[src/rtl/msdr_pkg.sv]
package msdr_pkg;

  ////////////////////////////////////////////////////////////////////////////
  // Geometry
  localparam int BANKS  = 4;
  localparam int BANK_W = 2;
  localparam int ADDR_W = 13;
  localparam int ROW_W  = 13;
  localparam int COL_W  = 9;
  localparam int DATA_W = 32;

  ////////////////////////////////////////////////////////////////////////////
  // Address and mode register fields
  localparam int AP_BIT      = 10;
  localparam int EXT_SEL_BIT = 1;
  localparam int CL_LSB      = 4;
  localparam int CL_W        = 3;
  localparam int BT_BIT      = 3;
  localparam int BL_LSB      = 0;
  localparam int BL_W        = 3;

  localparam logic [CL_W-1:0] CL_THREE = 3'h3;
  localparam logic [BL_W-1:0] BL_TWO   = 3'h1;
  localparam logic [BL_W-1:0] BL_FOUR  = 3'h2;
  localparam logic [BL_W-1:0] BL_EIGHT = 3'h3;
  localparam logic [BL_W-1:0] BL_FULL  = 3'h7;

  localparam logic [COL_W-1:0] LAST_ONE   = 9'h000;
  localparam logic [COL_W-1:0] LAST_TWO   = 9'h001;
  localparam logic [COL_W-1:0] LAST_FOUR  = 9'h003;
  localparam logic [COL_W-1:0] LAST_EIGHT = 9'h007;

  // Latency three, sequential, single word
  localparam logic [ADDR_W-1:0] MODE_RESET     = 13'h0030;
  localparam logic [ADDR_W-1:0] EXT_MODE_RESET = 13'h0000;

  ////////////////////////////////////////////////////////////////////////////
  // Timing
  localparam int CLK_PERIOD_PS                    = 8000;
  localparam int ROW_CYCLE_TIME_NS                = 60;
  localparam int ACTIVATE_TO_COLUMN_DELAY_NS      = 18;
  localparam int MIN_ROW_ACTIVE_TIME_NS           = 42;
  localparam int BANK_TO_BANK_ACTIVATE_SPACING_NS = 12;
  localparam int MODE_WRITE_CYC                   = 2;

  localparam int CNT_W = 4;
  localparam int RC_CYC  = (ROW_CYCLE_TIME_NS * 1000 + CLK_PERIOD_PS - 1) / CLK_PERIOD_PS;
  localparam int RCD_CYC = (ACTIVATE_TO_COLUMN_DELAY_NS * 1000 + CLK_PERIOD_PS - 1)
                           / CLK_PERIOD_PS;
  localparam int RAS_CYC = (MIN_ROW_ACTIVE_TIME_NS * 1000 + CLK_PERIOD_PS - 1) / CLK_PERIOD_PS;
  localparam int RRD_CYC = (BANK_TO_BANK_ACTIVATE_SPACING_NS * 1000 + CLK_PERIOD_PS - 1)
                           / CLK_PERIOD_PS;

  localparam logic [CNT_W-1:0] RC_LIMIT   = CNT_W'(RC_CYC);
  localparam logic [CNT_W-1:0] RCD_LIMIT  = CNT_W'(RCD_CYC);
  localparam logic [CNT_W-1:0] RAS_LIMIT  = CNT_W'(RAS_CYC);
  localparam logic [CNT_W-1:0] RRD_LIMIT  = CNT_W'(RRD_CYC);
  localparam logic [CNT_W-1:0] RC_WAIT    = CNT_W'(RC_CYC - 1);
  localparam logic [CNT_W-1:0] MODE_WAIT  = CNT_W'(MODE_WRITE_CYC - 1);

  ////////////////////////////////////////////////////////////////////////////
  // Encodings
  typedef enum logic [2:0] {
    CMD_MODE_WRITE = 3'h0,
    CMD_REFRESH    = 3'h1,
    CMD_PRECHARGE  = 3'h2,
    CMD_ACTIVATE   = 3'h3,
    CMD_WRITE      = 3'h4,
    CMD_READ       = 3'h5,
    CMD_BURST_STOP = 3'h6,
    CMD_NOP        = 3'h7
  } msdr_cmd_type;

  typedef enum logic [2:0] {
    DEV_NORMAL       = 3'h0,
    DEV_REFRESH      = 3'h1,
    DEV_MODE_ACCESS  = 3'h2,
    DEV_POWER_DOWN   = 3'h3,
    DEV_SELF_REFRESH = 3'h4
  } msdr_dev_type;

  typedef enum logic [1:0] {
    BK_IDLE   = 2'h0,
    BK_ACTIVE = 2'h1,
    BK_READ   = 2'h2,
    BK_WRITE  = 2'h3
  } msdr_bank_type;

  typedef enum logic [2:0] {
    FAULT_NONE        = 3'h0,
    FAULT_BANK_OPEN   = 3'h1,
    FAULT_BANK_CLOSED = 3'h2,
    FAULT_AUTO_CLOSE  = 3'h3,
    FAULT_NOT_IDLE    = 3'h4,
    FAULT_DEVICE_BUSY = 3'h5,
    FAULT_WAKE_CMD    = 3'h6
  } msdr_fault_type;

endpackage

[src/rtl/msdr_cmd_if.sv]
`timescale 1ns/1ps
interface msdr_cmd_if;
  import msdr_pkg::*;

  logic              run;
  logic              act;
  logic              col_rd;
  logic              col_wr;
  logic              pre;
  logic              pre_all;
  logic              stop;
  logic              ap;
  logic [BANK_W-1:0] bank;
  logic [ROW_W-1:0]  row;
  logic [COL_W-1:0]  col;

  modport source (output run, act, col_rd, col_wr, pre, pre_all, stop, ap, bank, row, col);
  modport sink   (input  run, act, col_rd, col_wr, pre, pre_all, stop, ap, bank, row, col);
endinterface

[src/rtl/msdr_bank.sv]
`timescale 1ns/1ps
module msdr_bank import msdr_pkg::*; #(
  parameter logic [BANK_W-1:0] IDX = 2'h0
) (
  input  wire logic             ref_clk,
  input  wire logic             nrst,
  msdr_cmd_if.sink              cmd,
  input  wire logic [COL_W-1:0] burst_last,
  input  wire logic             full_page,
  output msdr_bank_type         state,
  output logic                  ap_pend,
  output logic [ROW_W-1:0]      open_row
);

  logic [COL_W-1:0] left;

  wire logic hit       = cmd.bank == IDX;
  wire logic close_hit = cmd.pre & (hit | cmd.pre_all);
  wire logic col_hit   = (cmd.col_rd | cmd.col_wr) & hit;
  wire logic col_other = (cmd.col_rd | cmd.col_wr) & ~hit;
  wire logic in_burst  = (state == BK_READ) | (state == BK_WRITE);
  // A column access elsewhere takes the shared data bus from this burst
  wire logic burst_end = in_burst & (col_other | cmd.stop | ((left == '0) & ~full_page));

  // Frozen entirely while the clock is suspended
  always_ff @(posedge ref_clk) begin
    if (!nrst) begin
      state    <= BK_IDLE;
      ap_pend  <= 1'b0;
      open_row <= '0;
      left     <= '0;
    end else if (cmd.run) begin
      if (cmd.act & hit) begin
        state    <= BK_ACTIVE;
        open_row <= cmd.row;
      end else if (close_hit) begin
        state   <= BK_IDLE;
        ap_pend <= 1'b0;
      end else if (col_hit) begin
        state   <= cmd.col_rd ? BK_READ : BK_WRITE;
        ap_pend <= cmd.ap;
        left    <= burst_last;
      end else if (burst_end) begin
        state   <= ap_pend ? BK_IDLE : BK_ACTIVE;
        ap_pend <= 1'b0;
      end else if (in_burst) begin
        left <= left - COL_W'(1);
      end
    end
  end

endmodule

[src/rtl/msdr_rdpipe.sv]
`timescale 1ns/1ps
module msdr_rdpipe import msdr_pkg::*; (
  input  wire logic              ref_clk,
  input  wire logic              nrst,
  msdr_cmd_if.sink               cmd,
  input  wire logic              cas_three,
  input  wire logic [COL_W-1:0]  burst_last,
  input  wire logic              full_page,
  input  wire logic              interleave,
  input  wire logic [ROW_W-1:0]  start_row,
  input  wire logic [DATA_W-1:0] rd_data,
  output logic                   rd_req,
  output logic [BANK_W-1:0]      rd_bank,
  output logic [ROW_W-1:0]       rd_row,
  output logic [COL_W-1:0]       rd_col,
  output logic [DATA_W-1:0]      dq_out,
  output logic                   dq_oe
);

  logic              pend;
  logic [BANK_W-1:0] pend_bank;
  logic [ROW_W-1:0]  pend_row;
  logic [COL_W-1:0]  pend_col;
  logic              busy;
  logic [COL_W-1:0]  base;
  logic [COL_W-1:0]  step;
  logic [COL_W-1:0]  left;

  // Latency three holds the read one cycle; the older burst keeps issuing meanwhile
  wire logic              rd_now    = cmd.col_rd;
  wire logic              hold_now  = rd_now & cas_three;
  wire logic              start_now = (rd_now & ~cas_three) | pend;
  wire logic              halt      = cmd.stop | cmd.col_wr;
  wire logic              more_now  = busy & ~halt;
  wire logic              issue_now = start_now | more_now;
  wire logic [BANK_W-1:0] s_bank    = pend ? pend_bank : cmd.bank;
  wire logic [ROW_W-1:0]  s_row     = pend ? pend_row : start_row;
  wire logic [COL_W-1:0]  s_col     = pend ? pend_col : cmd.col;
  wire logic [COL_W-1:0]  mask      = full_page ? '1 : burst_last;
  wire logic [COL_W-1:0]  wrap      = interleave ? (base ^ step) : (base + step);
  wire logic [COL_W-1:0]  next_col  = (base & ~mask) | (wrap & mask);

  always_ff @(posedge ref_clk) begin
    if (!nrst) begin
      pend      <= 1'b0;
      pend_bank <= '0;
      pend_row  <= '0;
      pend_col  <= '0;
    end else if (cmd.run) begin
      pend <= hold_now;
      if (hold_now) begin
        pend_bank <= cmd.bank;
        pend_row  <= start_row;
        pend_col  <= cmd.col;
      end
    end
  end

  always_ff @(posedge ref_clk) begin
    if (!nrst) begin
      busy    <= 1'b0;
      base    <= '0;
      step    <= '0;
      left    <= '0;
      rd_req  <= 1'b0;
      rd_bank <= '0;
      rd_row  <= '0;
      rd_col  <= '0;
    end else if (cmd.run) begin
      rd_req <= issue_now;
      if (start_now) begin
        busy    <= (burst_last != '0) | full_page;
        base    <= s_col;
        step    <= COL_W'(1);
        left    <= burst_last;
        rd_bank <= s_bank;
        rd_row  <= s_row;
        rd_col  <= s_col;
      end else if (more_now) begin
        busy   <= full_page | (left != COL_W'(1));
        step   <= step + COL_W'(1);
        left   <= left - COL_W'(1);
        rd_col <= next_col;
      end else begin
        busy <= 1'b0;
      end
    end
  end

  // Driver opens with the first fetch, one cycle ahead of the first word
  always_ff @(posedge ref_clk) begin
    if (!nrst) begin
      dq_out <= '0;
      dq_oe  <= 1'b0;
    end else if (cmd.run) begin
      if (rd_req) begin
        dq_out <= rd_data;
      end
      dq_oe <= issue_now | rd_req;
    end
  end

endmodule

[src/rtl/msdr_sdram.sv]
`timescale 1ns/1ps
////////////////////////////////////////////////////////////////////////////////
// Notes on behaviour
// Refresh ends only after row cycle time
// Mode write returns idle two clocks later
// No commands while refreshing or mode access
// Busy bank refusal leaves other banks usable
// Activate then wait before column commands
// Keep row open minimum active time
// Space activations across banks
// Self refresh exits on quiet clock-enable rise
// Power down exits on quiet clock-enable rise
// First edge after wake carries no-operation
// Power down, self refresh, mode: idle only
// Refresh with clock enable falling: self refresh
// Idle with clock enable low: power down
// Otherwise clock enable low suspends clock
// Clock enable rise re-enables inputs at once
// Deselect ignores inputs, keeps all state
// No-operation starts nothing, work continues
// Activate opens addressed row until precharge
// Column commands take bank, column, auto-close
// Driver opens a clock before read latency
// Driver closes after final burst word
// Read may follow read on any clock
// Second read to open row stays valid
// Upper bank bit picks extended mode register
// Controller sends bank bits 00 or 10
// Reset leaves all banks idle, no burst
module msdr_sdram import msdr_pkg::*; (
  input  wire logic              ref_clk,
  input  wire logic              nrst,
  input  wire logic              cke,
  input  wire logic              cs_n,
  input  wire logic              ras_n,
  input  wire logic              cas_n,
  input  wire logic              we_n,
  input  wire logic [BANK_W-1:0] ba,
  input  wire logic [ADDR_W-1:0] addr,
  input  wire logic [DATA_W-1:0] rd_data,
  output logic                   rd_req,
  output logic [BANK_W-1:0]      rd_bank,
  output logic [ROW_W-1:0]       rd_row,
  output logic [COL_W-1:0]       rd_col,
  output logic [DATA_W-1:0]      dq_out,
  output logic                   dq_oe,
  output msdr_dev_type           dev_state,
  output logic [BANKS-1:0]       bank_open,
  output logic                   clock_suspended,
  output logic                   illegal_cmd,
  output msdr_fault_type         illegal_cause,
  output logic                   viol_col_delay,
  output logic                   viol_row_active,
  output logic                   viol_act_spacing,
  output logic [ADDR_W-1:0]      mode_reg,
  output logic [ADDR_W-1:0]      ext_mode_reg
);

  msdr_cmd_if cmd ();

  logic              cke_q;
  msdr_dev_type      next_state;
  logic [CNT_W-1:0]  wait_cnt;
  logic [CNT_W-1:0]  next_wait;
  msdr_fault_type    next_cause;
  logic [CNT_W-1:0]  rrd_age;
  logic [COL_W-1:0]  burst_last;
  msdr_bank_type     bank_state [BANKS];
  logic [ROW_W-1:0]  bank_row   [BANKS];
  logic [CNT_W-1:0]  act_age    [BANKS];
  logic [BANKS-1:0]  bank_ap;
  logic [BANKS-1:0]  bank_idle;

  //////////////////////////////////////////////////////////////////////////////
  // Command decode

  msdr_cmd_type code;
  assign code = msdr_cmd_type'({ras_n, cas_n, we_n});

  wire logic selected = ~cs_n;
  wire logic quiet    = cs_n | (code == CMD_NOP);
  wire logic all_idle = &bank_idle;
  // Commands count only when clock enable was high the cycle before
  wire logic live     = cke_q & (dev_state == DEV_NORMAL);

  wire logic is_mode  = selected & (code == CMD_MODE_WRITE);
  wire logic is_ref   = selected & (code == CMD_REFRESH);
  wire logic is_pre   = selected & (code == CMD_PRECHARGE);
  wire logic is_act   = selected & (code == CMD_ACTIVATE);
  wire logic is_rd    = selected & (code == CMD_READ);
  wire logic is_wr    = selected & (code == CMD_WRITE);
  wire logic is_stop  = selected & (code == CMD_BURST_STOP);
  wire logic is_col   = is_rd | is_wr;

  wire logic             tgt_idle    = bank_idle[ba];
  wire logic             tgt_ap      = bank_ap[ba];
  wire logic [CNT_W-1:0] tgt_age     = act_age[ba];
  wire logic             pre_all_req = addr[AP_BIT];
  // Auto-close rows are owned by the device until the burst finishes
  wire logic             pre_blocked = pre_all_req ? (|bank_ap) : tgt_ap;

  // Activate, column and single-bank precharge judge the addressed bank's state only
  wire logic ok_act  = live & is_act & tgt_idle;
  wire logic ok_col  = live & is_col & ~tgt_idle & ~tgt_ap;
  wire logic ok_pre  = live & is_pre & ~pre_blocked;
  wire logic ok_mode = live & is_mode & all_idle;
  wire logic ok_ref  = live & is_ref & all_idle;

  assign cmd.run     = live;
  assign cmd.act     = ok_act;
  assign cmd.col_rd  = ok_col & is_rd;
  assign cmd.col_wr  = ok_col & is_wr;
  assign cmd.pre     = ok_pre;
  assign cmd.pre_all = pre_all_req;
  assign cmd.stop    = live & is_stop;
  assign cmd.ap      = addr[AP_BIT];
  assign cmd.bank    = ba;
  assign cmd.row     = addr[ROW_W-1:0];
  assign cmd.col     = addr[COL_W-1:0];

  //////////////////////////////////////////////////////////////////////////////
  // Mode register fields

  wire logic            cas_three  = mode_reg[CL_LSB +: CL_W] == CL_THREE;
  wire logic [BL_W-1:0] bl_code    = mode_reg[BL_LSB +: BL_W];
  wire logic            interleave = mode_reg[BT_BIT];
  wire logic            full_page  = (bl_code == BL_FULL) & ~interleave;

  // Reserved burst codes fall back to a single word
  assign burst_last = (bl_code == BL_TWO)   ? LAST_TWO   :
                      (bl_code == BL_FOUR)  ? LAST_FOUR  :
                      (bl_code == BL_EIGHT) ? LAST_EIGHT : LAST_ONE;

  //////////////////////////////////////////////////////////////////////////////
  // Banks

  for (genvar i = 0; i < BANKS; i++) begin : g_bank
    msdr_bank #(
      .IDX (BANK_W'(i))
    ) u_bank (
      .ref_clk    (ref_clk),
      .nrst       (nrst),
      .cmd        (cmd),
      .burst_last (burst_last),
      .full_page  (full_page),
      .state      (bank_state[i]),
      .ap_pend    (bank_ap[i]),
      .open_row   (bank_row[i])
    );

    assign bank_idle[i] = bank_state[i] == BK_IDLE;

    // Cycles since this bank was last activated, saturating
    always_ff @(posedge ref_clk) begin
      if (!nrst) begin
        act_age[i] <= '1;
      end else if (ok_act & (ba == BANK_W'(i))) begin
        act_age[i] <= CNT_W'(1);
      end else if (act_age[i] != '1) begin
        act_age[i] <= act_age[i] + CNT_W'(1);
      end
    end
  end

  //////////////////////////////////////////////////////////////////////////////
  // Read data path

  msdr_rdpipe u_rdpipe (
    .ref_clk    (ref_clk),
    .nrst       (nrst),
    .cmd        (cmd),
    .cas_three  (cas_three),
    .burst_last (burst_last),
    .full_page  (full_page),
    .interleave (interleave),
    .start_row  (bank_row[ba]),
    .rd_data    (rd_data),
    .rd_req     (rd_req),
    .rd_bank    (rd_bank),
    .rd_row     (rd_row),
    .rd_col     (rd_col),
    .dq_out     (dq_out),
    .dq_oe      (dq_oe)
  );

  //////////////////////////////////////////////////////////////////////////////
  // Device state

  always_comb begin
    next_state = dev_state;
    next_wait  = wait_cnt;
    next_cause = FAULT_NONE;
    case (dev_state)
      DEV_NORMAL: begin
        if (live & is_act & ~tgt_idle) begin
          next_cause = FAULT_BANK_OPEN;
        end else if (live & is_col & tgt_idle) begin
          next_cause = FAULT_BANK_CLOSED;
        end else if (live & ((is_col & tgt_ap) | (is_pre & pre_blocked))) begin
          next_cause = FAULT_AUTO_CLOSE;
        end else if (live & (is_mode | is_ref) & ~all_idle) begin
          next_cause = FAULT_NOT_IDLE;
        end
        if (ok_mode) begin
          next_state = DEV_MODE_ACCESS;
          next_wait  = MODE_WAIT;
        end else if (ok_ref & cke) begin
          next_state = DEV_REFRESH;
          next_wait  = RC_WAIT;
        end else if (ok_ref) begin
          next_state = DEV_SELF_REFRESH;
        end else if (~cke & all_idle & quiet) begin
          next_state = DEV_POWER_DOWN;
        end
      end
      DEV_REFRESH, DEV_MODE_ACCESS: begin
        // Quiet cycles only wait; anything else is refused
        if (cke_q & ~quiet) begin
          next_cause = FAULT_DEVICE_BUSY;
        end
        if (wait_cnt == '0) begin
          next_state = DEV_NORMAL;
        end else begin
          next_wait = wait_cnt - CNT_W'(1);
        end
      end
      DEV_POWER_DOWN, DEV_SELF_REFRESH: begin
        // Rise is seen at this very edge; a command with it is dropped
        if (~cke_q & cke) begin
          next_state = DEV_NORMAL;
          if (~quiet) begin
            next_cause = FAULT_WAKE_CMD;
          end
        end
      end
      default: begin
        next_state = DEV_NORMAL;
      end
    endcase
  end

  always_ff @(posedge ref_clk) begin
    if (!nrst) begin
      cke_q     <= 1'b0;
      dev_state <= DEV_NORMAL;
      wait_cnt  <= '0;
    end else begin
      cke_q     <= cke;
      dev_state <= next_state;
      wait_cnt  <= next_wait;
    end
  end

  //////////////////////////////////////////////////////////////////////////////
  // Mode registers

  always_ff @(posedge ref_clk) begin
    if (!nrst) begin
      mode_reg     <= MODE_RESET;
      ext_mode_reg <= EXT_MODE_RESET;
    end else if (ok_mode & ba[EXT_SEL_BIT]) begin
      ext_mode_reg <= addr;
    end else if (ok_mode) begin
      mode_reg <= addr;
    end
  end

  //////////////////////////////////////////////////////////////////////////////
  // Controller timing watch; commands still execute, only flagged

  wire logic late_rcd = ok_col & (tgt_age < RCD_LIMIT);
  wire logic late_ras = ok_pre & ~pre_all_req & ~tgt_idle & (tgt_age < RAS_LIMIT);
  wire logic late_rrd = ok_act & ((rrd_age < RRD_LIMIT) | (tgt_age < RC_LIMIT));

  always_ff @(posedge ref_clk) begin
    if (!nrst) begin
      rrd_age <= '1;
    end else if (ok_act) begin
      rrd_age <= CNT_W'(1);
    end else if (rrd_age != '1) begin
      rrd_age <= rrd_age + CNT_W'(1);
    end
  end

  always_ff @(posedge ref_clk) begin
    if (!nrst) begin
      viol_col_delay   <= 1'b0;
      viol_row_active  <= 1'b0;
      viol_act_spacing <= 1'b0;
    end else begin
      viol_col_delay   <= late_rcd;
      viol_row_active  <= late_ras;
      viol_act_spacing <= late_rrd;
    end
  end

  //////////////////////////////////////////////////////////////////////////////
  // Status

  always_ff @(posedge ref_clk) begin
    if (!nrst) begin
      illegal_cmd     <= 1'b0;
      illegal_cause   <= FAULT_NONE;
      clock_suspended <= 1'b0;
      bank_open       <= '0;
    end else begin
      illegal_cmd     <= next_cause != FAULT_NONE;
      illegal_cause   <= next_cause;
      clock_suspended <= ~cke & (next_state == DEV_NORMAL);
      bank_open       <= ~bank_idle;
    end
  end

endmodule

[config.mk]
export PLATFORM = sky130hd
export DESIGN_NAME = msdr_sdram
export DESIGN_NICKNAME = d
export VERILOG_FILES = /design/src/rtl/msdr_pkg.sv /design/src/rtl/msdr_cmd_if.sv /design/src/rtl/msdr_bank.sv /design/src/rtl/msdr_rdpipe.sv /design/src/rtl/msdr_sdram.sv
export SDC_FILE = /design/constraint.sdc
export NUM_CORES = 1
export LEC_CHECK = 0
export BUFFER_PORTS_ARGS = -buffer_cell sky130_fd_sc_hd__buf_2
export CAP_MARGIN = 0
export CORE_ASPECT_RATIO = 1.4
export CORE_MARGIN = 3
export CORE_UTILIZATION = 35
export CTS_BUF_LIST = sky130_fd_sc_hd__clkbuf_4
export CTS_CLUSTER_SIZE = 20
export DETAILED_ROUTE_END_ITERATION = 6
export HOLD_SLACK_MARGIN = 0.15
export PLACE_DENSITY = 0.5
export SLEW_MARGIN = 20
export SYNTH_ARGS = -nofsm -noshare
export SYNTH_HDL_FRONTEND = slang
export SYNTH_SLANG_ARGS = --single-unit
export TNS_END_PERCENT = 30
[constraint.sdc]
create_clock -name ref_clk -period 6.1 [get_ports ref_clk]
set_input_delay 0.915 -clock ref_clk [delete_from_list [all_inputs] [get_ports ref_clk]]
set_output_delay 0.915 -clock ref_clk [all_outputs]
set_load 0.02 [all_outputs]
==> results.sh <==
export IMPL_fin_setup_tns_ps=0
export IMPL_synth_avg_cell_area_um2=8.184
export IMPL_hold_path_class="primary input to flip-flop"
export IMPL_grt_antenna_before_repair=1
export IMPL_yosys_area_top_type="dfxtp_1"
export IMPL_setup_viol=0
export IMPL_fillerInstances=3792
export IMPL_p_int_mw=2.951
export IMPL_gp_congestion=0.8438
export IMPL_power_mw=4.062
export IMPL_largest_register_ffs=52
export IMPL_multiInputGateArea_mm2=0.006720
export IMPL_largestRegisters="g_bank.u_bank.open_row x52, g_bank.u_bank.left x36, u_rdpipe.dq_out x32"
export IMPL_wl_um=40650
export IMPL_cts_buffer_depth=3
export IMPL_path_max_fanout=26
export IMPL_grt_usage_pct=20.50
export IMPL_path_buf_inv=1
export IMPL_yosysMostFrequentCell="nand2_1"
export IMPL_cp_cell_sequence="or4b_1, buf_4, or3_1, or4_1, a31oi_4, nor4_1, a2111oi_2"
export IMPL_synth_compound_area_share_pct=19.04
export IMPL_syn_nets=1659
export IMPL_clock_root_buffer="clkbuf_4"
export IMPL_crit_type="flip-flop to flip-flop"
export IMPL_yosys_top_cells_count="355 x nand2_1, 261 x dfxtp_1, 197 x a21oi_1"
export IMPL_rsz0062_at_grt="no"
export IMPL_crit_path_end_kind="flip-flop"
export IMPL_maxCapViolCount=0
export IMPL_vias=12059
export IMPL_ctsHoldBuffers=0
export IMPL_relSlewSlack_pct=31.24
export IMPL_p_sw_mw=1.111
export IMPL_min_from="rd_data[8]"
export IMPL_clock_fmax_mhz=267.0
export IMPL_grt_first_pass_wirelength_um=64520
export IMPL_yosysWarnings=0
export IMPL_worst_ep_required_time_ps=6760
export IMPL_fin_ws_ps=2355
export IMPL_finish_utilization_pct=41.26
export IMPL_vdd_drop_max_mv=0.1517
export IMPL_drc=0
export IMPL_io_pins=153
export IMPL_drtIter0Drc=719
export IMPL_areaGrowthSynthToFinish_pct=15.35
export IMPL_grt_max_degree=158
export IMPL_ys_async_sr_fraction_pct=0
export IMPL_pwr_density_cell_mw_per_mm2=271.9
export IMPL_clockPowerShare_pct=41.0
export IMPL_yosysSeqAreaShare_pct=44.04
export IMPL_p_sw_share_pct=27.35
export IMPL_rr_startpoint="dev_state[1]$_SDFF_PN0_"
export IMPL_grt_ovfl_total=0
export IMPL_top_register="g_bank.u_bank.open_row"
export IMPL_syn_inst=1583
export IMPL_period_share_pct=61.39
export IMPL_synth_distinct_cells=69
export IMPL_die_h_um=233.6
export IMPL_finalHoldViolCount=0
export IMPL_synth_area_mm2=0.01295
export IMPL_layout_drive_gt1_share_pct=18.84
export IMPL_cts_sinks=277
export IMPL_arrival_ps=4410
export IMPL_grt_pass1_vias=11946
export IMPL_start_util_pct=35.77
export IMPL_synth_xor_area_share_pct=1.352
export IMPL_drtAntennaViolNets=0
export IMPL_cts_made_buffers=76
export IMPL_cts_resized=0
export IMPL_p_comb_share_pct=10.4
export IMPL_power_frac_seq_pct=48.6
export IMPL_critPathMaxStageDelay_ps=950
export IMPL_clkSlewWorstSetupHoldPaths_ps=70
export IMPL_drv_slew=0
export IMPL_port_buffers=152
export IMPL_post_cts_setup_buffer_count=0
export IMPL_cts_tree="built"
export IMPL_cts_htree_levels=3
export IMPL_cellLeakagePower_nw=5.423
export IMPL_insertion_delay_ps=780
export IMPL_synth_adder_area_share_pct=2.183
export IMPL_synth_flop_cell="dfxtp_1"
export IMPL_fin_skew_ps=69.59
export IMPL_layout_area_seq_mm2=0.005705
export IMPL_worst_pin_slew_ps=1031
export IMPL_critPathLaunch="dev_state[1]$_SDFF_PN0_"
export IMPL_status="finished, final reports clean"
export IMPL_synth_simple_area_share_pct=23.76
export IMPL_ys_ff_latch=277
export IMPL_core_area_mm2=0.03622
export IMPL_first_pass_iters=5
export IMPL_synth_top_family_by_area="simple AND/OR/NAND/NOR gates"
export IMPL_rows=82
export IMPL_synth_edff_count=16
export IMPL_synth_area_leaders="dfxtp_1 40%, nand2_1 10%, a21oi_1 7.6%"
export IMPL_yosys_mux_area_fraction_pct=5.351
export IMPL_dp_hpwl_um=27180
export IMPL_fin_nets=1795
export IMPL_timing_hold_ws_ps=378.1
export IMPL_synth_top_cell_area_share_pct=40.33
export IMPL_drt_wirelength_per_cell_um=18.18
export IMPL_viasPerCell=5.393
export IMPL_place_ws_ps=1566
export IMPL_dieArea_mm2=0.03939
export IMPL_crit_slowest_cell="or4_1"
export IMPL_die_x_um=168.6
export IMPL_cp_top_family="simple AND/OR/NAND/NOR gates"
export IMPL_fin_crit_ps=3745
export IMPL_worstSetupStartpointType="flip-flop"
worst paths after layout:
| check | end | slack, ps | cells past startpoint |
|---|---|---|---|
| max | g_bank[2].u_bank.left[7]$_SDFFE_PN0P_ | 2350 | 7 |
| min | u_rdpipe.dq_out[8]$_SDFFE_PN0P_ | 380 | 3 |
| max reg2reg | g_bank[2].u_bank.left[7]$_SDFFE_PN0P_ | 2350 | 7 |
| min reg2reg | u_rdpipe.pend_row[6]$_SDFFE_PN0P_ | 450 | 2 |
logic make-up (layout without fill, tap and decap cells):
logic type,after synthesis,in the layout
adder cells (fa/ha/maj),22,22
AO/OA/AOI/OAI,415,415
buffers and inverters,135,325
AND/OR/NAND/NOR,670,670
other,0,1
multiplexers,44,44
flip-flops,277,277
XOR/XNOR,20,20
stage by stage:
step           area, um2  cells
2_1_floorplan      12950   1583
3_3_place_gp       14000   2103
4_1_cts            14940   2235
3_5_place_dp       14000   2103
6_report           14940   2236
5_1_grt            14940   2236
worst reg2reg max path, cell delays in order, from the launching register on:
cell       delay [ps]
dfxtp_1           420
or4b_1            550
buf_4             250
or3_1             620
or4_1             950
a31oi_4           420
nor4_1            100
a2111oi_2         340
metal layers:
metal  vias to the layer above  part of all wire, %  global-route usage, %
met1                      5777                   42                  24.74
met5                         -                    0                      0
met3                        55                  5.0                  3.894
met4                         0                  2.5                  8.493
met2                       307                   50                  35.76
li1                       5920                    -                      -
final cells by class:
cell class / instances / share of cell area (%)
Antenna cell: 1 / 0.01675
Clock buffer: 108 / 5.426
Clock inverter: 24 / 0.8708
Inverter: 24 / 0.6364
Multi-Input combinational cell: 1171 / 44.97
Sequential cell: 277 / 38.18
Tap cell: 462 / 3.868
Timing Repair Buffer: 169 / 6.029
cell usage in the layout (no fill, tap or decap), drive strengths merged, types with 11 or more instances in the layout:
cell,netlist,layout
nand3b,11,11
mux2i,22,22
a22oi,15,15
clkbuf,80,108
dfxtp,261,261
edfxtp,16,16
nor4,15,15
nor2,108,108
nand2b,17,17
mux4,20,20
or3,12,12
nand2,355,355
nand4,11,11
nor3,33,33
ha,21,21
inv,24,26
nand3,41,41
xnor2,12,12
clkinv,0,19
a31oi,27,27
o21ai,82,82
and3,13,13
a211oi,26,26
a21oi,197,197
buf,31,169
power groups by stage:
| stage | registers [mW] | clock network (mW) | logic [mW] |
|---|---|---|---|
| global placement | 2.01 | 0 | 0.417 |
| detailed placement | 2.01 | 0 | 0.421 |
| CTS | 1.97 | 1.74 | 0.425 |
| finish | 1.97 | 1.67 | 0.423 |
| floorplan | 1.99 | 0 | 0.323 |
| global route | 1.98 | 1.83 | 0.473 |
Power figures use the tool's default switching activity.
